$ cat src/rtl/pin_sense_pkg.sv
package pin_sense_pkg;

    // ************************************************************
    // widths
    // ************************************************************
    localparam int NUM_PORTS = 8;
    localparam int PORT_W = 16;
    localparam int ALL_PINS = NUM_PORTS * PORT_W;
    localparam int ADDR_W = 12;
    localparam int DATA_W = 32;
    localparam int REG_W = 16;

    // ************************************************************
    // address map (byte addresses)
    // ************************************************************
    localparam logic [2:0] PORT_C_IDX = 3'h2;
    localparam logic [2:0] PORT_H_IDX = 3'h7;
    localparam int ADDR_GLOBAL_BIT = 10;
    localparam int PORT_SEL_HI = 9;
    localparam int PORT_SEL_LO = 7;
    localparam int PIN_SEL_HI = 5;
    localparam int PIN_SEL_LO = 2;
    localparam int PIN_AREA_BIT = 6;
    localparam logic [4:0] WORD_LATCH = 5'h00;
    localparam logic [4:0] WORD_INPUT = 5'h01;
    localparam logic [ADDR_W-1:0] ADDR_FLAG_SUMMARY = 12'h400;
    localparam logic [ADDR_W-1:0] ADDR_GLOBAL_CFG = 12'h404;
    localparam logic [ADDR_W-1:0] ADDR_TDI_CFG = 12'h408;
    localparam logic [ADDR_W-1:0] ADDR_TDO_CFG = 12'h40C;
    localparam logic [ADDR_W-1:0] ADDR_TMS_CFG = 12'h410;
    localparam logic [ADDR_W-1:0] ADDR_TCK_CFG = 12'h414;
    localparam logic [ADDR_W-1:0] ADDR_HSK_CFG = 12'h418;

    // ************************************************************
    // field positions and encodings
    // ************************************************************
    localparam int CFG_SWAP_BIT = 0;
    localparam int CFG_CLK_BIT = 1;
    localparam int DIR_BIT = 6;
    localparam int ODE_BIT = 5;
    localparam int RDS_BIT = 4;
    localparam int PULL_HI = 3;
    localparam int PULL_LO = 2;
    localparam logic [1:0] PULL_DOWN = 2'h2;
    localparam logic [1:0] PULL_UP = 2'h3;

    // ************************************************************
    // writable masks and reset values
    // ************************************************************
    localparam logic [REG_W-1:0] GLOBAL_CFG_MASK = 16'h0003;
    localparam logic [REG_W-1:0] JTAG_IN_MASK = 16'h004C;
    localparam logic [REG_W-1:0] TDO_MASK = 16'h0050;
    localparam logic [REG_W-1:0] HSK_MASK = 16'h007C;
    localparam logic [REG_W-1:0] GLOBAL_CFG_RESET = 16'h0002;
    localparam logic [REG_W-1:0] PIN_CFG_RESET = 16'h0000;
    localparam logic [PORT_W-1:0] LATCH_RESET = 16'h0000;
    localparam logic [PORT_W-1:0] SYNC_RESET = 16'h0000;

endpackage

$ cat src/rtl/port_pin_sense.sv
// Our own choices: the APB register port and the register addresses.
`timescale 1ns/1ps
module port_pin_sense #(
    parameter bit HAS_PORT_H = 1'b1 // port H present on this variant
) (
    input wire logic pclk, // system clock
    input wire logic presetn, // asynchronous reset, active low
    input wire logic psel, // apb select
    input wire logic penable, // apb enable
    input wire logic pwrite, // apb direction, 1 write
    input wire logic [pin_sense_pkg::ADDR_W-1:0] paddr, // apb byte address
    input wire logic [pin_sense_pkg::DATA_W-1:0] pwdata, // apb write data
    output logic [pin_sense_pkg::DATA_W-1:0] prdata, // apb read data
    output logic pready, // apb ready
    output logic pslverr, // apb error on unmapped address
    input wire logic [pin_sense_pkg::ALL_PINS-1:0] port_pins_in, // pad levels, port x bits 16x+15..16x
    input wire logic [pin_sense_pkg::ALL_PINS-1:0] port_dir, // direction bits, 1 output
    input wire logic [pin_sense_pkg::ALL_PINS-1:0] pin_event_flag, // per-pin interrupt flags
    output logic [pin_sense_pkg::ALL_PINS-1:0] port_output_latch, // stored output latch values
    output logic ext_bus_clock_gate, // 1 enables bus unit clock
    output logic tdi_func_en, // jtag data-in function enabled
    output logic tdi_pin_out, // tdi pad output value
    output logic tdi_pin_oe, // tdi pad output enable
    output logic tdi_pull_up_en, // tdi pull-up on
    output logic tdi_pull_down_en, // tdi pull-down on
    output logic tms_func_en, // jtag mode-select function enabled
    output logic tms_pin_out, // tms pad output value
    output logic tms_pin_oe, // tms pad output enable
    output logic tms_pull_up_en, // tms pull-up on
    output logic tms_pull_down_en, // tms pull-down on
    output logic tck_func_en, // jtag clock function enabled
    output logic tck_pin_out, // tck pad output value
    output logic tck_pin_oe, // tck pad output enable
    output logic tck_pull_up_en, // tck pull-up on
    output logic tck_pull_down_en, // tck pull-down on
    input wire logic tdo_jtag_data, // data from test controller
    input wire logic tdo_jtag_oe, // output enable from test controller
    output logic tdo_func_en, // jtag data-out function enabled
    output logic tdo_pin_out, // tdo pad output value
    output logic tdo_pin_oe, // tdo pad output enable
    output logic tdo_reduced_drive, // tdo drive at one third
    input wire logic hsk_pin_in, // handshake pad level
    input wire logic address_strobe_out, // strobe level from bus unit
    output logic transfer_ack_in, // acknowledge level to bus unit
    output logic hsk_pin_out, // handshake pad output value
    output logic hsk_pin_oe, // handshake pad output enable
    output logic hsk_open_drain, // handshake open-drain drive
    output logic hsk_reduced_drive, // handshake drive at one third
    output logic hsk_pull_up_en, // handshake pull-up on
    output logic hsk_pull_down_en // handshake pull-down on
);

    // ************************************************************
    // storage
    // ************************************************************
    logic [pin_sense_pkg::PORT_W-1:0] latch_reg [pin_sense_pkg::NUM_PORTS];
    logic [pin_sense_pkg::PORT_W-1:0] sync1_reg [pin_sense_pkg::NUM_PORTS];
    logic [pin_sense_pkg::PORT_W-1:0] sync2_reg [pin_sense_pkg::NUM_PORTS];
    logic [pin_sense_pkg::PORT_W-1:0] latch_view [pin_sense_pkg::NUM_PORTS];
    logic [pin_sense_pkg::NUM_PORTS-1:0] summary;
    logic [pin_sense_pkg::REG_W-1:0] global_cfg_reg;
    logic [pin_sense_pkg::REG_W-1:0] tdi_cfg_reg;
    logic [pin_sense_pkg::REG_W-1:0] tdo_cfg_reg;
    logic [pin_sense_pkg::REG_W-1:0] tms_cfg_reg;
    logic [pin_sense_pkg::REG_W-1:0] tck_cfg_reg;
    logic [pin_sense_pkg::REG_W-1:0] hsk_cfg_reg;
    logic [pin_sense_pkg::DATA_W-1:0] prdata_reg;
    logic pslverr_reg;

    // ************************************************************
    // address decode
    // ************************************************************
    logic setup_phase;
    logic write_strobe;
    logic in_port_area;
    logic [2:0] raw_port;
    logic [2:0] port_sel;
    logic [4:0] word_sel;
    logic [3:0] pin_sel;
    logic is_latch;
    logic is_input;
    logic is_pin;
    logic swap_on;

    assign setup_phase = psel && !penable;
    assign write_strobe = psel && penable && pwrite;
    assign in_port_area = !paddr[pin_sense_pkg::ADDR_GLOBAL_BIT] && !paddr[pin_sense_pkg::ADDR_W-1];
    assign raw_port = paddr[pin_sense_pkg::PORT_SEL_HI:pin_sense_pkg::PORT_SEL_LO];
    assign word_sel = paddr[pin_sense_pkg::PIN_AREA_BIT:pin_sense_pkg::PIN_SEL_LO];
    assign pin_sel = paddr[pin_sense_pkg::PIN_SEL_HI:pin_sense_pkg::PIN_SEL_LO];
    assign is_latch = in_port_area && (word_sel == pin_sense_pkg::WORD_LATCH);
    assign is_input = in_port_area && (word_sel == pin_sense_pkg::WORD_INPUT);
    assign is_pin = in_port_area && paddr[pin_sense_pkg::PIN_AREA_BIT];

    // swap of C and H only where H exists
    assign swap_on = global_cfg_reg[pin_sense_pkg::CFG_SWAP_BIT] && HAS_PORT_H;

    // remap the addressed port when swapped
    always_comb begin
        port_sel = raw_port;
        if (swap_on && raw_port == pin_sense_pkg::PORT_C_IDX) begin
            port_sel = pin_sense_pkg::PORT_H_IDX;
        end else if (swap_on && raw_port == pin_sense_pkg::PORT_H_IDX) begin
            port_sel = pin_sense_pkg::PORT_C_IDX;
        end
    end

    // ************************************************************
    // per-port synchroniser, latch view and flag summary
    // ************************************************************
    genvar gp;
    generate
        for (gp = 0; gp < pin_sense_pkg::NUM_PORTS; gp = gp + 1) begin : g_port
            // two flops from pad to input register
            always_ff @(posedge pclk or negedge presetn) begin
                if (!presetn) begin
                    sync1_reg[gp] <= pin_sense_pkg::SYNC_RESET;
                    sync2_reg[gp] <= pin_sense_pkg::SYNC_RESET;
                end else begin
                    sync1_reg[gp] <= port_pins_in[gp*pin_sense_pkg::PORT_W +: pin_sense_pkg::PORT_W];
                    sync2_reg[gp] <= sync1_reg[gp];
                end
            end

            // inputs read the pin, outputs read the stored latch
            assign latch_view[gp] = (port_dir[gp*pin_sense_pkg::PORT_W +: pin_sense_pkg::PORT_W] & latch_reg[gp])
                | (~port_dir[gp*pin_sense_pkg::PORT_W +: pin_sense_pkg::PORT_W] & sync2_reg[gp]);

            // any pending flag in the port
            assign summary[gp] = |pin_event_flag[gp*pin_sense_pkg::PORT_W +: pin_sense_pkg::PORT_W];

            assign port_output_latch[gp*pin_sense_pkg::PORT_W +: pin_sense_pkg::PORT_W] = latch_reg[gp];
        end
    endgenerate

    // ************************************************************
    // output latch, written only by software
    // ************************************************************
    always_ff @(posedge pclk or negedge presetn) begin
        if (!presetn) begin
            for (int i = 0; i < pin_sense_pkg::NUM_PORTS; i++) begin
                latch_reg[i] <= pin_sense_pkg::LATCH_RESET;
            end
        end else if (write_strobe && is_latch) begin
            latch_reg[port_sel] <= pwdata[pin_sense_pkg::PORT_W-1:0];
        end else if (write_strobe && is_pin) begin
            latch_reg[port_sel][pin_sel] <= pwdata[0];
        end
    end

    // ************************************************************
    // configuration registers
    // ************************************************************
    always_ff @(posedge pclk or negedge presetn) begin
        if (!presetn) begin
            global_cfg_reg <= pin_sense_pkg::GLOBAL_CFG_RESET;
            tdi_cfg_reg <= pin_sense_pkg::PIN_CFG_RESET;
            tdo_cfg_reg <= pin_sense_pkg::PIN_CFG_RESET;
            tms_cfg_reg <= pin_sense_pkg::PIN_CFG_RESET;
            tck_cfg_reg <= pin_sense_pkg::PIN_CFG_RESET;
            hsk_cfg_reg <= pin_sense_pkg::PIN_CFG_RESET;
        end else if (write_strobe) begin
            case (paddr)
                pin_sense_pkg::ADDR_GLOBAL_CFG: begin
                    global_cfg_reg <= pwdata[pin_sense_pkg::REG_W-1:0] & pin_sense_pkg::GLOBAL_CFG_MASK;
                end
                pin_sense_pkg::ADDR_TDI_CFG: begin
                    tdi_cfg_reg <= pwdata[pin_sense_pkg::REG_W-1:0] & pin_sense_pkg::JTAG_IN_MASK;
                end
                pin_sense_pkg::ADDR_TDO_CFG: begin
                    tdo_cfg_reg <= pwdata[pin_sense_pkg::REG_W-1:0] & pin_sense_pkg::TDO_MASK;
                end
                pin_sense_pkg::ADDR_TMS_CFG: begin
                    tms_cfg_reg <= pwdata[pin_sense_pkg::REG_W-1:0] & pin_sense_pkg::JTAG_IN_MASK;
                end
                pin_sense_pkg::ADDR_TCK_CFG: begin
                    tck_cfg_reg <= pwdata[pin_sense_pkg::REG_W-1:0] & pin_sense_pkg::JTAG_IN_MASK;
                end
                pin_sense_pkg::ADDR_HSK_CFG: begin
                    hsk_cfg_reg <= pwdata[pin_sense_pkg::REG_W-1:0] & pin_sense_pkg::HSK_MASK;
                end
                default: begin
                    // flag summary and input registers ignore writes
                end
            endcase
        end
    end

    // ************************************************************
    // read path, captured in the setup cycle
    // ************************************************************
    logic [pin_sense_pkg::DATA_W-1:0] read_next;
    logic err_next;

    always_comb begin
        read_next = '0;
        err_next = 1'b0;
        if (is_latch) begin
            read_next[pin_sense_pkg::PORT_W-1:0] = latch_view[port_sel];
        end else if (is_input) begin
            read_next[pin_sense_pkg::PORT_W-1:0] = sync2_reg[port_sel];
        end else if (is_pin) begin
            read_next[0] = latch_view[port_sel][pin_sel];
        end else begin
            case (paddr)
                pin_sense_pkg::ADDR_FLAG_SUMMARY: read_next[pin_sense_pkg::NUM_PORTS-1:0] = summary;
                pin_sense_pkg::ADDR_GLOBAL_CFG: read_next[pin_sense_pkg::REG_W-1:0] = global_cfg_reg;
                pin_sense_pkg::ADDR_TDI_CFG: read_next[pin_sense_pkg::REG_W-1:0] = tdi_cfg_reg;
                pin_sense_pkg::ADDR_TDO_CFG: read_next[pin_sense_pkg::REG_W-1:0] = tdo_cfg_reg;
                pin_sense_pkg::ADDR_TMS_CFG: read_next[pin_sense_pkg::REG_W-1:0] = tms_cfg_reg;
                pin_sense_pkg::ADDR_TCK_CFG: read_next[pin_sense_pkg::REG_W-1:0] = tck_cfg_reg;
                pin_sense_pkg::ADDR_HSK_CFG: read_next[pin_sense_pkg::REG_W-1:0] = hsk_cfg_reg;
                default: err_next = 1'b1;
            endcase
        end
    end

    // hold read data and error through the access phase
    always_ff @(posedge pclk or negedge presetn) begin
        if (!presetn) begin
            prdata_reg <= '0;
            pslverr_reg <= 1'b0;
        end else if (setup_phase) begin
            prdata_reg <= pwrite ? '0 : read_next;
            pslverr_reg <= err_next;
        end
    end

    assign prdata = prdata_reg;
    assign pslverr = pslverr_reg && psel && penable;
    assign pready = 1'b1; // data is ready one cycle after setup

    // ************************************************************
    // bus unit clock gate
    // ************************************************************
    assign ext_bus_clock_gate = global_cfg_reg[pin_sense_pkg::CFG_CLK_BIT];

    // ************************************************************
    // jtag input pins: function, drive low, pulls
    // ************************************************************
    assign tdi_func_en = !tdi_cfg_reg[pin_sense_pkg::DIR_BIT];
    assign tdi_pin_oe = tdi_cfg_reg[pin_sense_pkg::DIR_BIT];
    assign tdi_pin_out = 1'b0;
    assign tdi_pull_up_en = tdi_func_en && (tdi_cfg_reg[pin_sense_pkg::PULL_HI:pin_sense_pkg::PULL_LO] == pin_sense_pkg::PULL_UP);
    assign tdi_pull_down_en = tdi_func_en && (tdi_cfg_reg[pin_sense_pkg::PULL_HI:pin_sense_pkg::PULL_LO] == pin_sense_pkg::PULL_DOWN);

    assign tms_func_en = !tms_cfg_reg[pin_sense_pkg::DIR_BIT];
    assign tms_pin_oe = tms_cfg_reg[pin_sense_pkg::DIR_BIT];
    assign tms_pin_out = 1'b0;
    assign tms_pull_up_en = tms_func_en && (tms_cfg_reg[pin_sense_pkg::PULL_HI:pin_sense_pkg::PULL_LO] == pin_sense_pkg::PULL_UP);
    assign tms_pull_down_en = tms_func_en && (tms_cfg_reg[pin_sense_pkg::PULL_HI:pin_sense_pkg::PULL_LO] == pin_sense_pkg::PULL_DOWN);

    assign tck_func_en = !tck_cfg_reg[pin_sense_pkg::DIR_BIT];
    assign tck_pin_oe = tck_cfg_reg[pin_sense_pkg::DIR_BIT];
    assign tck_pin_out = 1'b0;
    assign tck_pull_up_en = tck_func_en && (tck_cfg_reg[pin_sense_pkg::PULL_HI:pin_sense_pkg::PULL_LO] == pin_sense_pkg::PULL_UP);
    assign tck_pull_down_en = tck_func_en && (tck_cfg_reg[pin_sense_pkg::PULL_HI:pin_sense_pkg::PULL_LO] == pin_sense_pkg::PULL_DOWN);

    // ************************************************************
    // jtag data-out pin
    // ************************************************************
    assign tdo_func_en = !tdo_cfg_reg[pin_sense_pkg::DIR_BIT];
    assign tdo_pin_out = tdo_func_en && tdo_jtag_data;
    assign tdo_pin_oe = tdo_func_en ? tdo_jtag_oe : 1'b1;
    assign tdo_reduced_drive = tdo_cfg_reg[pin_sense_pkg::DIR_BIT] && tdo_cfg_reg[pin_sense_pkg::RDS_BIT];

    // ************************************************************
    // shared handshake pin: acknowledge in or strobe out
    // ************************************************************
    logic hsk_strobe_mode;
    assign hsk_strobe_mode = hsk_cfg_reg[pin_sense_pkg::DIR_BIT];
    assign transfer_ack_in = hsk_strobe_mode ? 1'b1 : hsk_pin_in;
    assign hsk_open_drain = hsk_strobe_mode && hsk_cfg_reg[pin_sense_pkg::ODE_BIT];
    assign hsk_pin_out = hsk_open_drain ? 1'b0 : address_strobe_out;
    assign hsk_pin_oe = hsk_strobe_mode && (!hsk_open_drain || !address_strobe_out);
    assign hsk_reduced_drive = hsk_strobe_mode && hsk_cfg_reg[pin_sense_pkg::RDS_BIT];
    assign hsk_pull_up_en = !hsk_strobe_mode && (hsk_cfg_reg[pin_sense_pkg::PULL_HI:pin_sense_pkg::PULL_LO] == pin_sense_pkg::PULL_UP);
    assign hsk_pull_down_en = !hsk_strobe_mode && (hsk_cfg_reg[pin_sense_pkg::PULL_HI:pin_sense_pkg::PULL_LO] == pin_sense_pkg::PULL_DOWN);

endmodule

$ cat config.mk
export PLATFORM = sky130hd
export DESIGN_NAME = port_pin_sense
export DESIGN_NICKNAME = d
export VERILOG_FILES = /design/src/rtl/pin_sense_pkg.sv /design/src/rtl/port_pin_sense.sv
export SDC_FILE = /design/constraint.sdc
export NUM_CORES = 1
export LEC_CHECK = 0
export BUFFER_PORTS_ARGS = -buffer_cell sky130_fd_sc_hd__clkbuf_2
export CAP_MARGIN = 5
export CORE_AREA = 2 2 247 249
export DETAILED_ROUTE_END_ITERATION = 16
export DIE_AREA = 0 0 249 251
export SLEW_MARGIN = 0
export SYNTH_ARGS = -nofsm -noshare
export SYNTH_HDL_FRONTEND = slang
export SYNTH_SLANG_ARGS = --single-unit
$ cat constraint.sdc
create_clock -name pclk -period 2.4 [get_ports pclk]
set_clock_uncertainty 0.15 [all_clocks]
set_input_delay 0.36 -clock pclk [delete_from_list [all_inputs] [get_ports pclk]]
set_output_delay 0.36 -clock pclk [all_outputs]
set_load 0.01 [all_outputs]
# == After elaboration in Yosys (flattened, before gate mapping) ==
# Cells that the tools add are included.
# W data, S select, Z words.
# totals
in_bits,437
output_inout_bits,189
ff_bits,435
wordCells,176
# op_classes
magnitude_cmp,4
bitwise_logic,33
reduce_logical,56
eq_ne,18
mux,33
# op_table
op,count
$and A16 B16 Y16,16
$bwmux W128,2
$mux W128,2
$mux W16,9
$not A16 Y16,8
$or A16 B16 Y16,8
$reduce_or A16 Y1,8
$bmux W16 S3,2
$demux W16 S3,2
$eq A12 B11 Y1 const B,7
$pmux W8 S7,1
$logic_and A1 B1 Y1,28
$eq A2 B2 Y1 const B,8
$reduce_and A2 Y1,6
$logic_not A1 Y1,10
$mux W1,10
$mux W7,1
$reduce_or A7 Y1,1
$mux W3,2
$eq A5 B1 Y1 const B,1
$logic_not A5 Y1,1
$lt A4 B5 Y1 const B,1
$bmux W1 S4,1
$demux W1 S4,1
other kinds (8),8

# == Logic depth before layout (Yosys ltp) ==
# Gate-level depths: netlist of run 1.
# logic_depth
ltp_word,14
depth_mapped,11
depth_no_buf,7

# == Worst setup path before layout of run 1 ==
# OpenSTA, ideal clock, no wires.
# synth_path
path_type,reg2reg
start,register global_cfg_reg[0] (netlist name)
end,register prdata_reg (netlist bit prdata[0])
setup_slack_ns,0.180
n_path_buf,1
required_time_ns,2.127
synth_period_minus_slack_ns,2.220
path_stages_with_launch,9
t_arrival_ns,1.947
path_cell_list,dfrtp_1 -> or4b_4 -> buf_6 -> a221oi_2 -> a211oi_1 -> o211a_1 -> o221a_1 -> a31oi_1 -> nor3_2
# synth_via
elab_chain_len,13
# synth_rtl
item,line_no,source
start: declaration,port_pin_sense.sv:61,logic [pin_sense_pkg::REG_W-1:0] global_cfg_reg;
start signal: assignment,port_pin_sense.sv:156,global_cfg_reg <= pin_sense_pkg::GLOBAL_CFG_RESET;
start signal: assignment,port_pin_sense.sv:165,global_cfg_reg <= pwdata[pin_sense_pkg::REG_W-1:0] & pin_sense_pkg::GLOBAL_CFG_MASK;
$logic_and A1 B1 Y1,port_pin_sense.sv:103,end else if (swap_on && raw_port == pin_sense_pkg::PORT_H_IDX) begin
$mux W3,port_pin_sense.sv:103,
$mux W3,port_pin_sense.sv:101,if (swap_on && raw_port == pin_sense_pkg::PORT_C_IDX) begin
$not A3 Y4 (implied by the code),"port_pin_sense.sv:199, port_pin_sense.sv:201, port_pin_sense.sv:203",
$bmux W16 S3,"port_pin_sense.sv:199, port_pin_sense.sv:203",
$mux W16 (implied by the code) (2 in series),"port_pin_sense.sv:199, port_pin_sense.sv:203",
$bmux W1 S4,port_pin_sense.sv:203,read_next[0] = latch_view[port_sel][pin_sel];
$mux W1 (implied by the code),port_pin_sense.sv:203,
$mux W1,port_pin_sense.sv:202,end else if (is_pin) begin
$mux W16,port_pin_sense.sv:200,end else if (is_input) begin
$mux W16 (*),port_pin_sense.sv:198,if (is_latch) begin
$mux W16 (*),port_pin_sense.sv:224,prdata_reg <= pwrite ? '0 : read_next;
end signal: assignment,port_pin_sense.sv:224,
end: declaration,port_pin_sense.sv:67,logic [pin_sense_pkg::DATA_W-1:0] prdata_reg;
# Every way passes the cells marked *; elsewhere a longest branch is shown, timed or not. The select of a mux whose other input is x is not followed.
# A chain may end at the register's enable or synchronous reset.

# == Worst setup path after layout of run 1 ==
# Same ends and word-level chain as after synthesis.

==> flow_summary.html, run 1 <==
<table>
<tr><th>Metric</th><th>Value</th></tr>
<tr><th colspan="2">Critical path</th></tr>
<tr><td>Reg-to-Reg Start</td><td>global_cfg_reg[0]</td></tr>
<tr><td>Startpoint of the worst setup timing path</td><td>global_cfg_reg[0]</td></tr>
<tr><td>Reg2reg end</td><td>prdata[0]</td></tr>
<tr><td>Critical path data arrival time</td><td>2.83 ns</td></tr>
<tr><td>Worst Path Class, Setup</td><td>flip-flop to flip-flop</td></tr>
<tr><td>Worst-case reg-to-reg path depth</td><td>11</td></tr>
<tr><td>Element type at the critical path end</td><td>flip-flop</td></tr>
<tr><td>Largest fanout on the critical path</td><td>5</td></tr>
<tr><td>Termination of the worst setup path</td><td>prdata[0]</td></tr>
<tr><td>Data required time at the worst endpoint</td><td>2.77 ns</td></tr>
<tr><td>Worst Setup Start Kind</td><td>flip-flop</td></tr>
<tr><td>Register-to-Register Setup Slack</td><td>-0.06 ns</td></tr>
<tr><th colspan="2">Place</th></tr>
<tr><td>Port Buffers</td><td>589</td></tr>
<tr><td>HPWL after detailed placement</td><td>74200 um</td></tr>
<tr><td>Cell area after placement</td><td>23900 um^2</td></tr>
<tr><td>Routability congestion estimate</td><td>0.956</td></tr>
<tr><th colspan="2">Global route</th></tr>
<tr><td>Global-route wire length before repair</td><td>130000 um</td></tr>
<tr><td>Number of antenna violations at the first check in global routing</td><td>15</td></tr>
<tr><td>Largest net degree at the start of global routing</td><td>72</td></tr>
<tr><td>GRT Residual Overflow</td><td>0</td></tr>
<tr><td>Via count of the first global-routing pass</td><td>18500</td></tr>
<tr><td>Total GRT Usage</td><td>29.1%</td></tr>
<tr><th colspan="2">Finish</th></tr>
<tr><td>Finished Cell Area</td><td>27200 um^2</td></tr>
<tr><td>Fraction of final layout cells with drive strength greater than 1</td><td>42.8%</td></tr>
<tr><td>Post-synthesis to final-layout area growth</td><td>51.5%</td></tr>
<tr><td># fillers</td><td>5584</td></tr>
<tr><td>Number of nets at the end of the flow</td><td>2979</td></tr>
<tr><th colspan="2">Drt</th></tr>
<tr><td>Via density per instance</td><td>5.26</td></tr>
<tr><td>First-pass iteration count of the detailed router</td><td>5</td></tr>
<tr><td>DRC violations left</td><td>0</td></tr>
<tr><td>Antenna-violating nets left</td><td>0</td></tr>
<tr><td>Routed wirelength normalized by instance count</td><td>27.6 um</td></tr>
<tr><td>Total number of vias</td><td>17700</td></tr>
<tr><td>Wire length after detailed routing</td><td>93100 um</td></tr>
<tr><td>1st-iter DRT viols</td><td>1287</td></tr>
<tr><th colspan="2">Synthesis</th></tr>
<tr><td>Largest cells by area after synthesis</td><td>dfrtp_1 58%, o21ai_0 5.7%, mux2i_1 5.2%</td></tr>
<tr><td>Primary flip-flop cell chosen by synthesis mapping</td><td>dfrtp_1</td></tr>
<tr><td>Number of enable flip-flop cells after synthesis</td><td>0</td></tr>
<tr><td>Warnings, synthesis</td><td>0</td></tr>
<tr><td>Cells after Synth</td><td>1576</td></tr>
<tr><td>Register bit count reported by yosys</td><td>419</td></tr>
<tr><td>Average size of a mapped cell</td><td>11.4 um^2</td></tr>
<tr><td>Fraction of synthesis flops using an asynchronous set or reset pin</td><td>100%</td></tr>
<tr><td>Proportion of netlist area held by the largest area contributor</td><td>58.2%</td></tr>
<tr><td>Cell variety after synth</td><td>71</td></tr>
<tr><td>Register area share after synthesis</td><td>58.4%</td></tr>
<tr><td>Library cell occupying the most area in the post-synthesis netlist</td><td>dfrtp_1</td></tr>
<tr><td>Synthesized cell area</td><td>18000 um^2</td></tr>
<tr><th colspan="2">STA</th></tr>
<tr><td>FMAX</td><td>0.407 GHz</td></tr>
<tr><td>Number of failing hold endpoints at the final stage</td><td>0</td></tr>
<tr><td>Final setup fails</td><td>2</td></tr>
<tr><td>Slew at the pin with the worst max-slew slack</td><td>0.701 ns</td></tr>
<tr><td>PnR worst setup slack</td><td>-0.0564 ns</td></tr>
<tr><td>Worst slew margin relative to its limit</td><td>53.3%</td></tr>
<tr><td>Unrepaired setup endpoints after global routing</td><td>yes</td></tr>
<tr><td>Final-layout worst hold slack</td><td>0.0387 ns</td></tr>
<tr><td>Final number of max-transition violations</td><td>0</td></tr>
<tr><td>Shortest clock period the worst path allows after layout</td><td>2.46 ns</td></tr>
<tr><td>Final clock period utilization by the worst path</td><td>102%</td></tr>
<tr><th colspan="2">CTS</th></tr>
<tr><td>Sinks on Clock Net</td><td>419</td></tr>
<tr><td>Clock tree buffer depth</td><td>3</td></tr>
<tr><td>CTS clk-pin slew, worst paths</td><td>0.06 ns</td></tr>
<tr><td>Root buf cell</td><td>clkbuf_16</td></tr>
<tr><td>Clock tree from TritonCTS</td><td>yes</td></tr>
<tr><td>Clock latency of the later-clocked register in the worst-skew pair</td><td>0.60 ns</td></tr>
<tr><td>Clock buffers created by TritonCTS</td><td>48</td></tr>
<tr><td>Number of H-tree branching levels</td><td>2</td></tr>
<tr><th colspan="2">Floorplanning</th></tr>
<tr><td>Area of the die</td><td>62500 um^2</td></tr>
<tr><td>Die Width</td><td>249 um</td></tr>
<tr><td>Initial core utilization</td><td>30.0%</td></tr>
<tr><td># IOs</td><td>626</td></tr>
<tr><td>Floorplan Core Area</td><td>59800 um^2</td></tr>
<tr><td>Row count</td><td>90</td></tr>
<tr><td>DIE HEIGHT</td><td>251 um</td></tr>
<tr><th colspan="2">Run status</th></tr>
<tr><td>Failing checks</td><td>negative setup slack</td></tr>
<tr><td>Result of the run</td><td>complete, but fails checks</td></tr>
<tr><th colspan="2">Power and ir drop</th></tr>
<tr><td>Areal power density over the cells</td><td>635 nW/um^2</td></tr>
<tr><td>Largest voltage drop on the vdd net</td><td>489 uV</td></tr>
<tr><td>Leakage dissipation</td><td>13.0 nW</td></tr>
<tr><th colspan="2">Worst hold path</th></tr>
<tr><td>Type of the tightest min-delay check</td><td>input pin to flip-flop</td></tr>
<tr><th colspan="2">Flow run</th></tr>
<tr><td>Number of max-cap violations</td><td>0</td></tr>
</table>
-- worst min-delay path by stage --
| stage | startpoint | endpoint | slack (ns) | cells after the start |
|---|---|---|---|---|
| finish | pwdata[2] | tdi_cfg_reg[2] | 0.04 | 2 |
| global route | pwdata[2] | tdi_cfg_reg[2] | 0.04 | 2 |
| CTS | pwdata[2] | tdi_cfg_reg[2] | 0.02 | 2 |
| detailed placement | sync1_reg[109] | sync2_reg[109] | 0.18 | 0 |
| global placement | sync1_reg[89] | sync2_reg[89] | 0.18 | 0 |
| floorplan | presetn | global_cfg_reg[0] | -0.09 | 0 |
-- report_power, final --
part | internal (W) | switching [W]
registers | 0.00730 | 0.000151
clock network | 0.00481 | 0.00309
logic | 0.000899 | 0.00104
-- per-layer routing --
layer,up-vias,global-route usage [%],part of all wire [%]
li1,7788,-,-
met1,8950,33.3,38
met2,811,53.4,52
met3,185,4.79,5.5
met4,8,13.0,4.7
met5,-,0,0.055
-- cells in the mapped netlist (4+ instances only) --
cell	n
nand4_1	15
a31oi_1	20
o211ai_1	7
o221ai_1	15
nand3_1	20
a221oi_2	7
nor4_1	48
a22oi_1	24
mux2_2	67
and2_1	9
dfrtp_1	418
nor3_1	23
o21ai_0	204
buf_4	31
o31ai_1	25
a211o_1	4
a221oi_1	9
nand2_1	93
buf_2	30
nor2b_1	20
nor3b_1	4
inv_1	9
mux2i_1	94
a21oi_1	132
a22o_1	7
o41ai_1	4
clkbuf_1	40
o22ai_1	28
nor2_1	63
and3_1	7
a32o_1	10
buf_6	11
nand2b_1	8
nor2_2	4
a211oi_1	15
-- cells by family after synthesis --
| family | after synthesis | share of synthesized area (%) |
|---|---|---|
| mux | 164 | 9.81 |
| buf+inv | 126 | 3.97 |
| other cells | 2 | 0.0418 |
| flops | 419 | 58.4 |
| simple gates | 332 | 9.50 |
| compound gates | 533 | 18.3 |
-- cell type report --
type                       count  area, um^2  area share, %
antenna                       11        27.5          0.101
clock buffer                  64        1380           5.08
clock inverter                23         328           1.20
inverter                      10        37.5          0.138
multi-input combinational   1050        7080           26.0
sequential                   419       10500           38.5
tap                          782         978           3.60
timing repair buffer        1013        6890           25.3
-- timing repair --
item	in CTS	in global routing
hold buffers	134	0
endpoints found under the setup margin	17	23
cloned	0	2
hold endpoints to repair	197	0
pin swaps	13	3
buffers inserted	2	0
gates resized for setup	18	28
-- critical path, cell delays in order, from the launching register on --
cell	delay [ns]
dfrtp_2	0.44
buf_4	0.15
nand4_2	0.11
nand2_1	0.11
buf_12	0.15
a221oi_1	0.28
buf_4	0.18
a31oi_1	0.10
a2111oi_2	0.30
buf_4	0.17
a31oi_1	0.09
nor3_2	0.17
-- metrics by stage --
stage / utilization (%) / setup WS, ns / setup TNS, ns / total power (W) / instances
after CTS: 45.2 / -0.0441 / -0.0842 / 0.0174 / 3359
after global placement: 39.9 / -0.638 / -9.16 / 0.00928 / 3136
after global routing: 45.5 / -0.179 / -1.08 / 0.0179 / 3372
final: 45.5 / -0.0564 / -0.112 / 0.0173 / 3372
after detailed placement: 39.9 / -0.643 / -10.81 / 0.00929 / 3136
after floorplan: - / 0.180 / 0 / 0.00807 / 1594
-- cell usage in the layout, fill, tap and decap left out, drive strengths merged, types with 17 or more instances in the layout --
| cell | count |
|---|---|
| dlygate4sd3 | 134 |
| mux2i | 94 |
| a211oi | 17 |
| nand2 | 94 |
| clkbuf | 653 |
| o31ai | 25 |
| nor4 | 49 |
| mux2 | 67 |
| conb | 20 |
| a21oi | 132 |
| a22oi | 24 |
| nor2 | 67 |
| nor2b | 20 |
| buf | 290 |
| o21ai | 207 |
| a31oi | 21 |
| o22ai | 28 |
| nor3 | 25 |
| dfrtp | 418 |
| nand3 | 20 |
(Power assumes the default switching activity.)
==> run 2, diff against run 1 <==
--- a/config.mk
+++ b/config.mk
@@ -5,11 +5,12 @@
 export SDC_FILE = /design/constraint.sdc
 export NUM_CORES = 1
 export LEC_CHECK = 0
+export ABC_AREA = 1
 export BUFFER_PORTS_ARGS = -buffer_cell sky130_fd_sc_hd__clkbuf_2
 export CAP_MARGIN = 5
-export CORE_AREA = 2 2 247 249
+export CORE_AREA = 2 2 245 247
 export DETAILED_ROUTE_END_ITERATION = 16
-export DIE_AREA = 0 0 249 251
+export DIE_AREA = 0 0 247 249
 export SLEW_MARGIN = 0
 export SYNTH_ARGS = -nofsm -noshare
 export SYNTH_HDL_FRONTEND = slang
==> flow_summary.html, run 2 <==
<table>
<tr><th>Metric</th><th>Value</th></tr>
<tr><th colspan="2">STA</th></tr>
<tr><td>Final setup fails</td><td>2 (unchanged)</td></tr>
<tr><td>Final number of max-transition violations</td><td>0 (unchanged)</td></tr>
<tr><td>Final-layout worst hold slack</td><td>0.0522 ns (was 0.0387 ns)</td></tr>
<tr><td>Unrepaired setup endpoints after global routing</td><td>yes (unchanged)</td></tr>
<tr><td>FMAX</td><td>0.406 GHz (was 0.407 GHz)</td></tr>
<tr><td>Final clock period utilization by the worst path</td><td>103% (was 102%)</td></tr>
<tr><td>PnR worst setup slack</td><td>-0.0617 ns (was -0.0564 ns)</td></tr>
<tr><td>Slew at the pin with the worst max-slew slack</td><td>0.585 ns (was 0.701 ns)</td></tr>
<tr><td>Worst slew margin relative to its limit</td><td>60.8% (was 53.3%)</td></tr>
<tr><td>Number of failing hold endpoints at the final stage</td><td>0 (unchanged)</td></tr>
<tr><td>Shortest clock period the worst path allows after layout</td><td>2.46 ns (about the same)</td></tr>
<tr><th colspan="2">Synthesis</th></tr>
<tr><td>Register area share after synthesis</td><td>55.6% (was 58.4%)</td></tr>
<tr><td>Largest cells by area after synthesis</td><td>dfrtp_1 55%, nand2_1 9.4%, o21ai_0 5.4% (was dfrtp_1 58%, o21ai_0 5.7%, mux2i_1 5.2%)</td></tr>
<tr><td>Number of enable flip-flop cells after synthesis</td><td>0 (unchanged)</td></tr>
<tr><td>Register bit count reported by yosys</td><td>419 (unchanged)</td></tr>
<tr><td>Cells after Synth</td><td>2140 (was 1576)</td></tr>
<tr><td>Synth top cells by count</td><td>470 x nand2_1, 418 x dfrtp_1, 207 x inv_1 (was 418 x dfrtp_1, 204 x o21ai_0, 132 x a21oi_1)</td></tr>
<tr><td>Most common cell in the synthesized netlist</td><td>nand2_1 (was dfrtp_1)</td></tr>
<tr><td>Synthesized cell area</td><td>18900 um^2 (was 18000 um^2)</td></tr>
<tr><td>Warnings, synthesis</td><td>0 (unchanged)</td></tr>
<tr><td>Fraction of synthesis flops using an asynchronous set or reset pin</td><td>100% (unchanged)</td></tr>
<tr><td>Library cell occupying the most area in the post-synthesis netlist</td><td>dfrtp_1 (unchanged)</td></tr>
<tr><td>Average size of a mapped cell</td><td>8.81 um^2 (was 11.4 um^2)</td></tr>
<tr><td>Cell variety after synth</td><td>54 (was 71)</td></tr>
<tr><td>Proportion of netlist area held by the largest area contributor</td><td>55.5% (was 58.2%)</td></tr>
<tr><td>Primary flip-flop cell chosen by synthesis mapping</td><td>dfrtp_1 (unchanged)</td></tr>
<tr><th colspan="2">CTS</th></tr>
<tr><td>Clock tree buffer depth</td><td>3 (unchanged)</td></tr>
<tr><td>CTS clk-pin slew, worst paths</td><td>0.06 ns (about the same)</td></tr>
<tr><td>Clock tree from TritonCTS</td><td>yes (unchanged)</td></tr>
<tr><td>Sinks on Clock Net</td><td>419 (unchanged)</td></tr>
<tr><td>Clock buffers created by TritonCTS</td><td>47 (was 48)</td></tr>
<tr><td>Root buf cell</td><td>clkbuf_16 (unchanged)</td></tr>
<tr><td>Clock latency of the later-clocked register in the worst-skew pair</td><td>0.59 ns (was 0.60 ns)</td></tr>
<tr><td>Number of H-tree branching levels</td><td>2 (unchanged)</td></tr>
<tr><th colspan="2">Place</th></tr>
<tr><td>Pre-CTS setup slack</td><td>-0.281 ns (was -0.643 ns)</td></tr>
<tr><td>DP Cell Count</td><td>3608 (was 3136)</td></tr>
<tr><td>Routability congestion estimate</td><td>0.903 (was 0.956)</td></tr>
<tr><td>HPWL after detailed placement</td><td>68900 um (was 74200 um)</td></tr>
<tr><td>Port Buffers</td><td>589 (unchanged)</td></tr>
<tr><th colspan="2">Flow run</th></tr>
<tr><td>Number of max-cap violations</td><td>0 (unchanged)</td></tr>
<tr><th colspan="2">Critical path</th></tr>
<tr><td>Critical Path Max Stage Delay</td><td>0.48 ns (was 0.44 ns)</td></tr>
<tr><td>Worst Path Class, Setup</td><td>flip-flop to flip-flop (unchanged)</td></tr>
<tr><td>Element type at the critical path end</td><td>flip-flop (unchanged)</td></tr>
<tr><td>WP buf/inv</td><td>2 (was 4)</td></tr>
<tr><td>Slowest cell on the critical path</td><td>dfrtp_2 (unchanged)</td></tr>
<tr><td>Startpoint of the worst setup timing path</td><td>global_cfg_reg[0] (unchanged)</td></tr>
<tr><td>Kind of cell with the highest combined delay on the critical path</td><td>simple AND/OR/NAND/NOR gates (was compound AO/OA/AOI/OAI gates)</td></tr>
<tr><td>Critical path's most frequent cell</td><td>nand2_1 (was buf_4)</td></tr>
<tr><td>Worst Setup Start Kind</td><td>flip-flop (unchanged)</td></tr>
<tr><td>Total stage count of the critical path</td><td>17 (was 11)</td></tr>
<tr><td>Ordered list of cells on the worst path</td><td>nand2_4 &gt; nand2_4 &gt; nand2_8 &gt; buf_4 &gt; buf_16 &gt; nand2_1 &gt; nand3_1 &gt; nand2_1 &gt; nor2_2 &gt; nor2_1 &gt; nor2_1 &gt; nand2_1 &gt; nand2_1 &gt; nand3_1 &gt; o21bai_1 &gt; nand2_1 &gt; nand2_1 (was buf_4 &gt; nand4_2 &gt; nand2_1 &gt; buf_12 &gt; a221oi_1 &gt; buf_4 &gt; a31oi_1 &gt; a2111oi_2 &gt; buf_4 &gt; a31oi_1 &gt; nor3_2)</td></tr>
<tr><td>Worst-case reg-to-reg path depth</td><td>17 (was 11)</td></tr>
<tr><td>Data required time at the worst endpoint</td><td>2.76 ns (was 2.77 ns)</td></tr>
<tr><td>Critical path data arrival time</td><td>2.82 ns (was 2.83 ns)</td></tr>
<tr><td>Largest fanout on the critical path</td><td>11 (was 5)</td></tr>
<tr><td>Reg-to-Reg Start</td><td>global_cfg_reg[0] (unchanged)</td></tr>
<tr><th colspan="2">Global route</th></tr>
<tr><td>Total GRT Usage</td><td>29.0% (was 29.1%)</td></tr>
<tr><td>Largest net degree at the start of global routing</td><td>76 (was 72)</td></tr>
<tr><td>GRT Residual Overflow</td><td>0 (unchanged)</td></tr>
<tr><td>Via count of the first global-routing pass</td><td>19900 (was 18500)</td></tr>
<tr><td>Number of antenna violations at the first check in global routing</td><td>12 (was 15)</td></tr>
<tr><td>Global-route wire length before repair</td><td>130000 um (about the same)</td></tr>
<tr><th colspan="2">Finish</th></tr>
<tr><td>Highest-count cells in the layout ignoring fill and taps</td><td>588 x clkbuf_2, 463 x nand2_1, 417 x dfrtp_1, 207 x inv_1, 196 x o21ai_0 (was 588 x clkbuf_2, 417 x dfrtp_1, 256 x buf_4, 195 x o21ai_0, 134 x dlygate4sd3_1)</td></tr>
<tr><td>Layout Cells excl Fill</td><td>3846 (was 3372)</td></tr>
<tr><td>Post-synthesis to final-layout area growth</td><td>45.2% (was 51.5%)</td></tr>
<tr><td>Most common cell after layout, fill and taps aside</td><td>clkbuf_2 (unchanged)</td></tr>
<tr><td>Fraction of final layout cells with drive strength greater than 1</td><td>31.6% (was 42.8%)</td></tr>
<tr><td>Number of nets at the end of the flow</td><td>3467 (was 2979)</td></tr>
<tr><th colspan="2">Drt</th></tr>
<tr><td>Antenna-violating nets left</td><td>0 (unchanged)</td></tr>
<tr><td>Wire length after detailed routing</td><td>91400 um (was 93100 um)</td></tr>
<tr><td>DRC violations left</td><td>0 (unchanged)</td></tr>
<tr><td>Routed wirelength normalized by instance count</td><td>23.8 um (was 27.6 um)</td></tr>
<tr><td>Via density per instance</td><td>5.07 (was 5.26)</td></tr>
<tr><td>1st-iter DRT viols</td><td>1517 (was 1287)</td></tr>
<tr><td>Total number of vias</td><td>19500 (was 17700)</td></tr>
<tr><td>First-pass iteration count of the detailed router</td><td>6 (was 5)</td></tr>
<tr><th colspan="2">Worst hold path</th></tr>
<tr><td>Cell count of the worst hold path</td><td>3 (was 2)</td></tr>
<tr><td>Startpoint of the most critical hold path</td><td>pwdata[2] (unchanged)</td></tr>
<tr><td>Type of the tightest min-delay check</td><td>input pin to flip-flop (unchanged)</td></tr>
<tr><th colspan="2">Power and ir drop</th></tr>
<tr><td>Largest voltage drop on the vdd net</td><td>567 uV (was 489 uV)</td></tr>
<tr><td>Leakage dissipation</td><td>13.3 nW (was 13.0 nW)</td></tr>
<tr><td>Areal power density over the cells</td><td>600 nW/um^2 (was 635 nW/um^2)</td></tr>
<tr><th colspan="2">Floorplanning</th></tr>
<tr><td># IOs</td><td>626 (unchanged)</td></tr>
<tr><td>Row count</td><td>89 (was 90)</td></tr>
<tr><td>Die Width</td><td>247 um (was 249 um)</td></tr>
<tr><td>DIE HEIGHT</td><td>249 um (was 251 um)</td></tr>
<tr><td>Initial core utilization</td><td>32.1% (was 30.0%)</td></tr>
<tr><td>Area of the die</td><td>61500 um^2 (was 62500 um^2)</td></tr>
<tr><td>Floorplan Core Area</td><td>58700 um^2 (was 59800 um^2)</td></tr>
<tr><th colspan="2">Run status</th></tr>
<tr><td>Failing checks</td><td>negative setup slack (unchanged)</td></tr>
<tr><td>Result of the run</td><td>complete, but fails checks (unchanged)</td></tr>
</table>
run 2: worst paths after layout:
check / to / slack [ns]
worst min register to register: sync2_reg[1] / 0.19
worst min-delay path: hsk_cfg_reg[2] / 0.05
worst max register to register: prdata[0] / -0.06
worst max-delay path: prdata[0] / -0.06
max in group asynchronous: sync1_reg[4] / 1.15
min in group asynchronous: sync2_reg[110] / 0.15
run 2: per-stage QoR:
step / setup TNS [ns] / total power [W] / cell area (um^2) / util [%]
final: -0.0860 / 0.0164 / 27400 / 46.6
after global routing: -0.745 / 0.0170 / 27400 / 46.6
after CTS: -0.0213 / 0.0165 / 27200 / 46.4
after detailed placement: -10.61 / 0.00920 / 24100 / 41.1
after global placement: -9.95 / 0.00918 / 24100 / 41.1
after floorplan: 0 / 0.00807 / 18900 / -
run 2: area by class of cell:
cell class              count  area (um^2)
diodes                      8         20.0
repair buffers            925         6390
fillers                  5662        31300
inverters                 236          903
flip-flops and latches    419        10500
clock buffers              59         1250
well taps                 773          967
multi-input cells        1401         7120
clock inverters            25          233
run 2: cell families after synthesis:
group	share of synthesized area [%]
muxes	0.385
other	0.0398
and+or+nand+nor	18.0
DFF	55.6
buffers and inverters	7.92
AOI/OAI and AO/OA	18.1
run 2: repair_timing:
item / CTS / global route
gates cloned: 4 / 0
hold buffers: 132 / 0
gates resized for setup: 24 / 32
endpoints found under the hold margin: 181 / 0
setup endpoints to repair: 23 / 42
setup buffers: 6 / 4
pin swaps: 6 / 8
run 2: power breakdown:
group,internal [W],switching (W)
logic,0.000823,0.00110
clock network,0.00404,0.00304
registers,0.00730,0.000114
run 2: layer usage:
layer	share of wire, %	track usage (%)	up-vias	wire, um
li1	-	-	8929	-
met1	39	34.6	9461	35400
met2	50	50.3	897	45300
met3	6.6	4.75	208	6070
met4	5.0	14.4	6	4540
met5	0.048	0	-	44
run 2: worst min-delay path, stage by stage:
cell	delay (ns)
clkbuf_2	0.08
inv_1	0.13
o21ai_0	0.18
